==> src/hdl/ssf_pkg.sv <==
// ssf_pkg: constants shared by the supply status and fault flag logic.
// assumes a single 100 MHz pclk domain.
package ssf_pkg;

    // ------------------------------------------------------------
    // clock and timing
    // ------------------------------------------------------------
    localparam int unsigned CLK_MHZ = 100;
    // fan fault hold-off after turn-on, in milliseconds
    localparam int unsigned FAN_HOLDOFF_MS = 5000;
    localparam longint unsigned FAN_HOLDOFF_CYC = longint'(FAN_HOLDOFF_MS) * 1000 * CLK_MHZ;
    // input synchroniser depth
    localparam int unsigned SYNC_STAGES = 2;

    // ------------------------------------------------------------
    // apb register map (byte offsets)
    // ------------------------------------------------------------
    localparam logic [7:0] OFS_STATUS = 8'h00;
    localparam logic [7:0] OFS_IRQ_STAT = 8'h04;
    localparam logic [7:0] OFS_IRQ_MASK = 8'h08;
    localparam logic [7:0] OFS_INPUTS = 8'h0C;

    // ------------------------------------------------------------
    // field positions, shared by status, irq status and irq mask
    // ------------------------------------------------------------
    localparam int unsigned BIT_SRC = 0;
    localparam int unsigned BIT_OUT = 1;
    localparam int unsigned BIT_FAN = 2;
    localparam int unsigned BIT_OT = 3;
    localparam int unsigned NUM_FLAGS = 4;

    // condition inputs field positions (raw synchronised view)
    localparam int unsigned IN_BULK = 0;
    localparam int unsigned IN_OV5 = 1;
    localparam int unsigned IN_UV5 = 2;
    localparam int unsigned IN_WIN1 = 3;
    localparam int unsigned IN_UC70 = 4;
    localparam int unsigned IN_OC85 = 5;
    localparam int unsigned IN_FAN = 6;
    localparam int unsigned IN_OT = 7;
    localparam int unsigned IN_PWR = 8;
    localparam int unsigned NUM_IN = 9;

    // ------------------------------------------------------------
    // reset values
    // ------------------------------------------------------------
    localparam logic [3:0] RST_FAULTS = 4'h3;
    localparam logic [3:0] RST_IRQ_MASK = 4'h0;

    // output fault decision cause
    typedef enum logic [1:0] {
        SSF_CAUSE_NONE,
        SSF_CAUSE_VOLT,
        SSF_CAUSE_CURR
    } ssf_cause_t;

endpackage

==> src/hdl/ssf_holdoff.sv <==
// ssf_holdoff: counts from reset release, reports done when the span passes.
// assumes restart is a level that holds the counter at zero while high.
`timescale 1ns/10ps
`default_nettype none
module ssf_holdoff
    import ssf_pkg::*;
#(
    parameter longint unsigned SPAN = FAN_HOLDOFF_CYC
) (
    // clock and reset
    input wire logic pclk,
    input wire logic presetn,
    // control
    input wire logic restart,
    output logic done
);
    localparam int unsigned CW = $clog2(SPAN + 1);
    localparam logic [CW-1:0] LAST = CW'(SPAN);

    logic [CW-1:0] cnt_r;
    logic done_r;

    always_ff @(posedge pclk or negedge presetn) begin
        if (!presetn) begin
            cnt_r <= '0;
            done_r <= 1'b0;
        end else if (restart) begin
            cnt_r <= '0;
            done_r <= 1'b0;
        end else if (cnt_r >= LAST) begin
            done_r <= 1'b1;
        end else begin
            cnt_r <= cnt_r + CW'(1);
        end
    end

    assign done = done_r;
endmodule
`default_nettype wire

==> src/hdl/ssf_sync.sv <==
// ssf_sync: multi-bit level synchroniser, one chain per bit.
// assumes inputs are independent slow levels; no bus coherency implied.
`timescale 1ns/10ps
`default_nettype none
module ssf_sync
    import ssf_pkg::*;
#(
    parameter int unsigned WIDTH = 1,
    parameter logic [WIDTH-1:0] RST_VAL = '0
) (
    // clock and reset
    input wire logic pclk,
    input wire logic presetn,
    // data
    input wire logic [WIDTH-1:0] d,
    output logic [WIDTH-1:0] q
);
    logic [WIDTH-1:0] meta_r;
    logic [WIDTH-1:0] q_r;

    // first stage feeds only the second stage
    always_ff @(posedge pclk or negedge presetn) begin
        if (!presetn) begin
            meta_r <= RST_VAL;
            q_r <= RST_VAL;
        end else begin
            meta_r <= d;
            q_r <= meta_r;
        end
    end

    assign q = q_r;
endmodule
`default_nettype wire

==> src/hdl/ssf_top.sv <==
// ssf_top: status indicators and relay contact flags of a switching supply.
// assumes condition inputs come from analog comparators, asynchronous to
// pclk, and that relay coils and lamp drivers follow these outputs directly.
//
// Summary of operation
// - normal NC closed NO open; fault reverses
// - unpowered: source and output show fault
// - unpowered: fan, over_temperature_flag contacts rest normal
// - fan, over_temperature_flag start normal at turn-on
// - four lamps, colours per flag, dark unpowered
// - source fault until bulk above 390V
// - source fault precedes regulation loss by 5ms
// - source fault latched until bulk recovers
// - outside 5 percent window faults output
// - below 70 percent share faults output
// - overvoltage with undercurrent is no fault
// - clear at 1 percent or 85 percent
// - output lamp and contacts share decision
// - fan fault held off 5 s, self clears
// - over_temperature_flag fault with shutdown, self clears
`timescale 1ns/10ps
`default_nettype none
module ssf_top
    import ssf_pkg::*;
#(
    parameter longint unsigned FAN_HOLDOFF = FAN_HOLDOFF_CYC
) (
    // clock and reset
    input wire logic pclk,
    input wire logic presetn,
    // apb slave
    input wire logic psel,
    input wire logic penable,
    input wire logic pwrite,
    input wire logic [7:0] paddr,
    input wire logic [31:0] pwdata,
    input wire logic [3:0] pstrb,
    output logic [31:0] prdata,
    output logic pready,
    output logic pslverr,
    // comparator conditions
    input wire logic bias_power_ok,
    input wire logic bulk_above_390v,
    input wire logic out_over_5pct,
    input wire logic out_under_5pct,
    input wire logic out_within_1pct,
    input wire logic share_below_70pct,
    input wire logic share_above_85pct,
    input wire logic fan_stopped,
    input wire logic heatsink_hot,
    // front panel lamps
    output logic lamp_power_green,
    output logic lamp_output_fault_red,
    output logic lamp_fan_fault_red,
    output logic lamp_over_temp_amber,
    // relay contacts, 1 = closed
    output logic src_power_nc,
    output logic src_power_no,
    output logic output_fault_nc,
    output logic output_fault_no,
    output logic fan_fault_nc,
    output logic fan_fault_no,
    output logic over_temp_nc,
    output logic over_temp_no,
    // regulator and interrupt
    output logic regulator_shutdown,
    output logic irq
);
    // ------------------------------------------------------------
    // input synchronisation
    // ------------------------------------------------------------
    logic [NUM_IN-1:0] raw_in;
    logic [NUM_IN-1:0] syn;

    assign raw_in = {bias_power_ok, heatsink_hot, fan_stopped, share_above_85pct,
                     share_below_70pct, out_within_1pct, out_under_5pct,
                     out_over_5pct, bulk_above_390v};

    ssf_sync #(
        .WIDTH(NUM_IN),
        .RST_VAL('0)
    ) u_sync (
        .pclk(pclk),
        .presetn(presetn),
        .d(raw_in),
        .q(syn)
    );

    logic powered;
    assign powered = syn[IN_PWR];

    // ------------------------------------------------------------
    // source power flag
    // ------------------------------------------------------------
    logic src_fault_r;

    // bulk comparator trips early enough to give the 5ms warning; the flag
    // is set three clocks after the comparator drops: two sync stages and this register
    always_ff @(posedge pclk or negedge presetn) begin
        if (!presetn) begin
            src_fault_r <= RST_FAULTS[BIT_SRC];
        end else if (!powered) begin
            src_fault_r <= 1'b1;
        end else if (syn[IN_BULK]) begin
            src_fault_r <= 1'b0;
        end else begin
            src_fault_r <= 1'b1;
        end
    end

    // ------------------------------------------------------------
    // output fault decision with hysteresis
    // ------------------------------------------------------------
    ssf_cause_t cause_r;
    ssf_cause_t cause_nxt;
    logic ov;
    logic uv;
    logic uc;

    assign ov = syn[IN_OV5];
    assign uv = syn[IN_UV5];
    assign uc = syn[IN_UC70];

    function automatic logic volt_trip(input logic o, input logic u, input logic c);
        // overvoltage with undercurrent marks a healthy paralleled module
        volt_trip = u || (o && !c);
    endfunction

    always_comb begin
        cause_nxt = cause_r;
        unique case (cause_r)
            SSF_CAUSE_NONE: begin
                if (volt_trip(ov, uv, uc)) begin
                    cause_nxt = SSF_CAUSE_VOLT;
                end else if (uc && !ov) begin
                    cause_nxt = SSF_CAUSE_CURR;
                end
            end
            SSF_CAUSE_VOLT: begin
                if (syn[IN_WIN1] && !volt_trip(ov, uv, uc)) begin
                    cause_nxt = (uc && !ov) ? SSF_CAUSE_CURR : SSF_CAUSE_NONE;
                end
            end
            SSF_CAUSE_CURR: begin
                if (volt_trip(ov, uv, uc)) begin
                    cause_nxt = SSF_CAUSE_VOLT;
                end else if (ov || syn[IN_OC85]) begin
                    cause_nxt = SSF_CAUSE_NONE;
                end
            end
            default: cause_nxt = SSF_CAUSE_NONE;
        endcase
    end

    always_ff @(posedge pclk or negedge presetn) begin
        if (!presetn) begin
            cause_r <= SSF_CAUSE_VOLT;
        end else if (!powered) begin
            cause_r <= SSF_CAUSE_VOLT;
        end else begin
            cause_r <= cause_nxt;
        end
    end

    logic output_fault_flag;
    assign output_fault_flag = (cause_r != SSF_CAUSE_NONE);

    // ------------------------------------------------------------
    // fan and overtemperature flags
    // ------------------------------------------------------------
    logic fan_armed;
    logic fan_fault_flag_r;
    logic over_temperature_flag_r;

    // hold-off restarts on every power return, not only on reset
    ssf_holdoff #(
        .SPAN(FAN_HOLDOFF)
    ) u_fan_holdoff (
        .pclk(pclk),
        .presetn(presetn),
        .restart(!powered),
        .done(fan_armed)
    );

    always_ff @(posedge pclk or negedge presetn) begin
        if (!presetn) begin
            fan_fault_flag_r <= RST_FAULTS[BIT_FAN];
        end else begin
            // unpowered or in hold-off the flag rests normal
            fan_fault_flag_r <= powered && fan_armed && syn[IN_FAN];
        end
    end

    always_ff @(posedge pclk or negedge presetn) begin
        if (!presetn) begin
            over_temperature_flag_r <= RST_FAULTS[BIT_OT];
        end else begin
            over_temperature_flag_r <= powered && syn[IN_OT];
        end
    end

    // ------------------------------------------------------------
    // registered lamps and contacts
    // ------------------------------------------------------------
    logic [NUM_FLAGS-1:0] faults;
    logic [NUM_FLAGS-1:0] lamp_r;
    logic [NUM_FLAGS-1:0] no_r;
    logic shutdown_r;

    assign faults = {over_temperature_flag_r, fan_fault_flag_r, output_fault_flag, src_fault_r};

    always_ff @(posedge pclk or negedge presetn) begin
        if (!presetn) begin
            lamp_r <= '0;
        end else begin
            // green means healthy; the rest light on fault; all dark unpowered
            lamp_r[BIT_SRC] <= powered && !src_fault_r;
            lamp_r[BIT_OUT] <= powered && output_fault_flag;
            lamp_r[BIT_FAN] <= powered && fan_fault_flag_r;
            lamp_r[BIT_OT] <= powered && over_temperature_flag_r;
        end
    end

    always_ff @(posedge pclk or negedge presetn) begin
        if (!presetn) begin
            no_r <= RST_FAULTS;
        end else begin
            no_r <= faults;
        end
    end

    always_ff @(posedge pclk or negedge presetn) begin
        if (!presetn) begin
            shutdown_r <= 1'b1;
        end else begin
            shutdown_r <= over_temperature_flag_r || !powered;
        end
    end

    assign lamp_power_green = lamp_r[BIT_SRC];
    assign lamp_output_fault_red = lamp_r[BIT_OUT];
    assign lamp_fan_fault_red = lamp_r[BIT_FAN];
    assign lamp_over_temp_amber = lamp_r[BIT_OT];
    // each pair comes from one register bit, so nc and no never overlap
    assign src_power_no = no_r[BIT_SRC];
    assign src_power_nc = !no_r[BIT_SRC];
    assign output_fault_no = no_r[BIT_OUT];
    assign output_fault_nc = !no_r[BIT_OUT];
    assign fan_fault_no = no_r[BIT_FAN];
    assign fan_fault_nc = !no_r[BIT_FAN];
    assign over_temp_no = no_r[BIT_OT];
    assign over_temp_nc = !no_r[BIT_OT];
    assign regulator_shutdown = shutdown_r;

    // ------------------------------------------------------------
    // interrupt status and mask
    // ------------------------------------------------------------
    logic [NUM_FLAGS-1:0] prev_r;
    logic [NUM_FLAGS-1:0] irq_stat_r;
    logic [NUM_FLAGS-1:0] irq_mask_r;
    logic [NUM_FLAGS-1:0] rise;
    logic rd_en;
    logic wr_en;
    logic stat_rd;

    assign rd_en = psel && penable && !pwrite;
    assign wr_en = psel && penable && pwrite;
    assign stat_rd = rd_en && (paddr == OFS_IRQ_STAT);
    // prev_r resets to the reset faults, so release gives no false edge
    assign rise = no_r & ~prev_r;

    always_ff @(posedge pclk or negedge presetn) begin
        if (!presetn) begin
            prev_r <= RST_FAULTS;
        end else begin
            prev_r <= no_r;
        end
    end

    // a new fault in the read cycle survives the clear
    always_ff @(posedge pclk or negedge presetn) begin
        if (!presetn) begin
            irq_stat_r <= '0;
        end else if (stat_rd) begin
            irq_stat_r <= rise;
        end else begin
            irq_stat_r <= irq_stat_r | rise;
        end
    end

    always_ff @(posedge pclk or negedge presetn) begin
        if (!presetn) begin
            irq_mask_r <= RST_IRQ_MASK;
        end else if (wr_en && paddr == OFS_IRQ_MASK && pstrb[0]) begin
            irq_mask_r <= pwdata[NUM_FLAGS-1:0];
        end
    end

    // level output; masking never clears the sticky bits
    assign irq = |(irq_stat_r & irq_mask_r);

    // ------------------------------------------------------------
    // apb read data
    // ------------------------------------------------------------
    logic [31:0] rdata_nxt;
    logic [31:0] prdata_r;
    logic err_nxt;

    function automatic logic known_ofs(input logic [7:0] a);
        known_ofs = (a == OFS_STATUS) || (a == OFS_IRQ_STAT) ||
                    (a == OFS_IRQ_MASK) || (a == OFS_INPUTS);
    endfunction

    always_comb begin
        rdata_nxt = '0;
        unique case (paddr)
            OFS_STATUS: rdata_nxt[NUM_FLAGS-1:0] = no_r;
            OFS_IRQ_STAT: rdata_nxt[NUM_FLAGS-1:0] = irq_stat_r;
            OFS_IRQ_MASK: rdata_nxt[NUM_FLAGS-1:0] = irq_mask_r;
            OFS_INPUTS: rdata_nxt[NUM_IN-1:0] = syn;
            default: rdata_nxt = '0;
        endcase
        err_nxt = !known_ofs(paddr) || (pwrite && paddr != OFS_IRQ_MASK);
    end

    // read data captured in setup so the access phase answers at once
    always_ff @(posedge pclk or negedge presetn) begin
        if (!presetn) begin
            prdata_r <= '0;
        end else if (psel && !penable) begin
            prdata_r <= rdata_nxt;
        end
    end

    assign prdata = prdata_r;
    // no wait states: read data is already registered in setup
    assign pready = 1'b1;
    assign pslverr = psel && penable && err_nxt;
endmodule
`default_nettype wire

==> config.mk <==
export PLATFORM = sky130hd
export DESIGN_NAME = ssf_top
export DESIGN_NICKNAME = d
export VERILOG_FILES = /design/src/hdl/ssf_pkg.sv /design/src/hdl/ssf_holdoff.sv /design/src/hdl/ssf_sync.sv /design/src/hdl/ssf_top.sv
export SDC_FILE = /design/constraint.sdc
export NUM_CORES = 1
export LEC_CHECK = 0
export BUFFER_PORTS_ARGS = -buffer_cell sky130_fd_sc_hd__buf_2
export CAP_MARGIN = 20
export CORE_MARGIN = 3
export CORE_UTILIZATION = 30
export CTS_BUF_LIST = sky130_fd_sc_hd__clkbuf_8
export DETAILED_ROUTE_END_ITERATION = 12
export SYNTH_ARGS = -nofsm -noshare
export SYNTH_HDL_FRONTEND = slang
export SYNTH_HIERARCHICAL = 1
export SYNTH_SLANG_ARGS = --single-unit
==> constraint.sdc <==
create_clock -name pclk -period 2.4 [get_ports pclk]
set_input_delay 0.12 -clock pclk [delete_from_list [all_inputs] [get_ports pclk]]
set_output_delay 0.12 -clock pclk [all_outputs]
set_load 0.05 [all_outputs]
==> summary.md <==
| Metric | Value |
|---|---|
| Outcome | `complete, no violations` |
| Combinational Power Share | `10.0%` |
| Max-slew headroom | `between 60% and 70%` |
| Clock tree buffer depth | `2` |
| Yosys top cell by area | `dfrtp_1` |
| Total track usage | `11.3%` |
| Max Clock Skew | `0.0106 ns` |
| Netlist cell types | `52` |
| Leak | `roughly 2.0 nW` |
| Largest net degree at the start of global routing | `48` |
| Min-delay worst type | `in2reg` |
| Iter 0 DRT Violations | `187` |
| CTS Sinks | `83` |
| Sequential power share | `52.9%` |
| Post-synth EDFFs | `0` |
| Die W | `around 120 µm` |
| Final hold violations | `0` |
| Power share of the clock group | `37.1%` |
| Die Y | `about 120 µm` |
| P&R area growth vs syn | `19.4%` |
| DRC violations left | `0` |
| Number of antenna violations at the first check in global routing | `0` |
| Synth top cells by count | `dfrtp_1 (76), nand2_1 (38), buf_4 (25), a21oi_1 (21), o21ai_0 (21)` |
| Worst r2r src | `u_fan_holdoff/cnt_r[2]` |
| Sw Share | `26.7%` |
| Crit path largest cell delay | `0.44 ns` |
| Ranking of synthesized cells by area | `dfrtp_1 (51%), buf_4 (5.0%), dfstp_2 (4.9%)` |
| WP data arrival | `2.49 ns` |
| Endpoint of the worst register-to-register path | `u_fan_holdoff/cnt_r[19]` |
| CTS tree | `yes` |
| Peak supply drop | `0.219 mV` |
| Vias in the first global route | `2633` |
| Setup TNS | `0 ns` |
| Via density per instance | `4.60` |
| Clock buffer count from CTS | `9` |
| Sequential-to-total area share from yosys stat | `a little under three fifths` |
| # fillers | `1223` |
| Internal | `2.02 mW` |
| Syn avg cell area | `10.7 µm²` |
| Hold_sp | `paddr[0]` |
| I/O Pins | `106` |
| Minimum clock period | `2.26 ns` |
| Post-synth ARST share | `100%` |
| H-tree Lvls | `3` |
| Max frequency | `0.443 GHz` |
| Clock transition at path regs | `0.09 ns` |
| Ratio of cells with drive above 1 in the final layout | `23.3%` |
| Post-synthesis register bit count | `83` |
| FF-to-FF setup slack | `0.14 ns` |
| GRT overflow | `0` |
| RePlAce Congestion | `0.840` |
| Slew @ Worst Pin | `slightly below 0.6 ns` |
| Slew Viols, Final | `0` |
| Setup violators final | `0` |
| Initial Util | `31.1%` |
| # diodes | `0` |
| WL/cell | `~13 µm` |
| Fin crit share | `94.1%` |
| Crit path max fanout | `6` |
| Critical Path Sink Type | `flop` |
| Max Cap Viol | `0` |
| Cell Area, Synth | `3760 µm²` |
| Placed cells | `between 500 and 600` |
| CP Launch Type | `flop` |
| Clock Latency Late Sink | `~0.36 ns` |
| Worst endpoint required time | `2.64 ns` |
| Non-Filler Instances | `about 600` |
| Synth top area share | `50.6%` |
| Top-count cell post-synth | `dfrtp_1` |
| Pwr dens | `615 nW/µm²` |
| Slowest CP cell | `or3_1` |
| Vias | `2730` |
| Core Footprint | `12100 µm²` |
| RSZ-0062 raised after global routing | `false` |
| First-pass GRT wire length | `12900 µm` |
| Nets | `480` |
| WS Path Type | `reg2reg` |
| DRT Wirelength | `7530 µm` |
| WHS Path Cells | `4` |
| Hold EP | `prdata[0]` |
| Final antenna-violating net count | `0` |
| Drt first pass iters | `5` |
| Ys Warns | `6` |
| Crit-path cells | `nand4_1 > or3_1 > nor4_4 > o311a_1 > and3_1 > mux2_1` |
| Switch Pwr | `739 µW` |
| Clock Root Buffer | `clkbuf_8` |
| Most used DFF post-synth | `dfrtp_1` |
| Synthesized instance count | `352` |
| Port bufs | `50` |
| Die Area | `~14000 µm²` |
| # rows | `40` |
| R2R cell count | `6` |
| Post-DP HPWL | `5350 µm` |
layout by cell type (no fill, tap or decap), drive strengths merged, types with 4 or more instances in the layout:
cell type	instances
nand2	39
nor3b	4
o21ai	22
inv	16
o31ai	5
nor2	17
mux4	4
nor2b	5
a21oi	22
nand3	13
and3	6
mux2	7
conb	24
buf	57
and2	5
clkbuf	10
or4	4
nand2b	4
o2bb2ai	4
dfrtp	76
dfstp	7
nand4	9
dlygate4sd3	14
or3	17
cell type report:
| cell class | count | area [µm²] | share of cell area (%) |
|---|---|---|---|
| clock buffer | 10 | 138 | 3.06 |
| clock inverter | 6 | 68.8 | 1.53 |
| inverter | 13 | 48.8 | 1.09 |
| multi-input combinational | 242 | 1470 | 32.7 |
| sequential | 83 | 2090 | 46.4 |
| tap | 168 | 210 | 4.68 |
| timing repair buffer | 71 | 470 | 10.5 |
power groups by stage:
stage,Sequential [mW],Combinational [mW],Clock (mW)
detailed placement,1.49,0.261,0
global placement,1.49,0.257,0
finish,1.46,0.275,1.03
floorplan,1.50,0.186,0
global route,1.47,0.299,1.13
CTS,1.46,0.278,1.07
timing repair:
item | 4_1_cts | 5_1_grt
buffers inserted | 0 | 0
resized for setup | 0 | 0
endpoints found under the hold margin | 46 | 1
hold buffers | 13 | 1
per-stage QoR:
stage	setup WS, ns	cell area (µm²)	utilization (%)	total power, mW	hold WS, ns
2_1_floorplan	0.299	3840	-	1.69	-0.176
3_3_place_gp	0.195	4150	34.2	1.75	0.112
3_5_place_dp	0.148	4150	34.2	1.75	0.118
4_1_cts	0.132	4480	37.0	2.81	0.00949
5_1_grt	0.0118	4490	37.1	2.89	0.0535
6_report	0.141	4490	37.1	2.76	0.0628
worst max-delay path by stage:
stage | startpoint | end | slack, ns | cells past startpoint
after floorplan | u_fan_holdoff/cnt_r[2] | u_fan_holdoff/cnt_r[17] | 0.30 | 7
after global placement | u_fan_holdoff/cnt_r[2] | u_fan_holdoff/cnt_r[19] | 0.19 | 6
after detailed placement | u_fan_holdoff/cnt_r[2] | u_fan_holdoff/cnt_r[19] | 0.15 | 6
after CTS | u_fan_holdoff/cnt_r[2] | u_fan_holdoff/cnt_r[19] | 0.13 | 6
after global routing | u_fan_holdoff/cnt_r[2] | u_fan_holdoff/cnt_r[19] | 0.01 | 6
final | u_fan_holdoff/cnt_r[2] | u_fan_holdoff/cnt_r[19] | 0.14 | 6
flip-flops by register name (all words and copies together), names as in the netlist:
register	count
prdata	9
lamp_r	4
cause_r	2
prev_r	4
u_sync/q	9
u_sync/meta_r	9
irq_stat_r	4
u_fan_holdoff/cnt_r	29
no_r	4
over_temperature_flag_r	1
src_fault_r	1
u_fan_holdoff/done	1
regulator_shutdown	1
irq_mask_r	4
fan_fault_flag_r	1
worst max-delay path: cells and delay by family, from the launching register on:
kind	cells	cell delay, ns
AND/OR/NAND/NOR	4	1.10
flip-flops	1	0.43
multiplexers	1	0.32
AO/OA/AOI/OAI	1	0.30
layer usage:
layer,routed length (µm),global-route usage (%),up-vias
met5,0,0,-
met2,3600,18.4,76
met3,433,4.13,9
met1,3410,14.1,1317
li1,-,-,1328
met4,97,3.74,0
logic make-up (layout without fill, tap and decap cells):
| logic type | count (synthesis) | count (layout) | share of synthesized area [%] |
|---|---|---|---|
| buf+inv | 49 | 100 | 7.65 |
| fa+ha+maj | 2 | 2 | 0.665 |
| compound gates | 68 | 68 | 11.3 |
| other cells | 2 | 24 | 0.200 |
| xor+xnor | 3 | 3 | 0.699 |
| simple gates | 133 | 133 | 19.3 |
| mux | 12 | 12 | 4.76 |
| flops | 83 | 83 | 55.5 |
No activity file was read; power rests on OpenSTA's default activity.
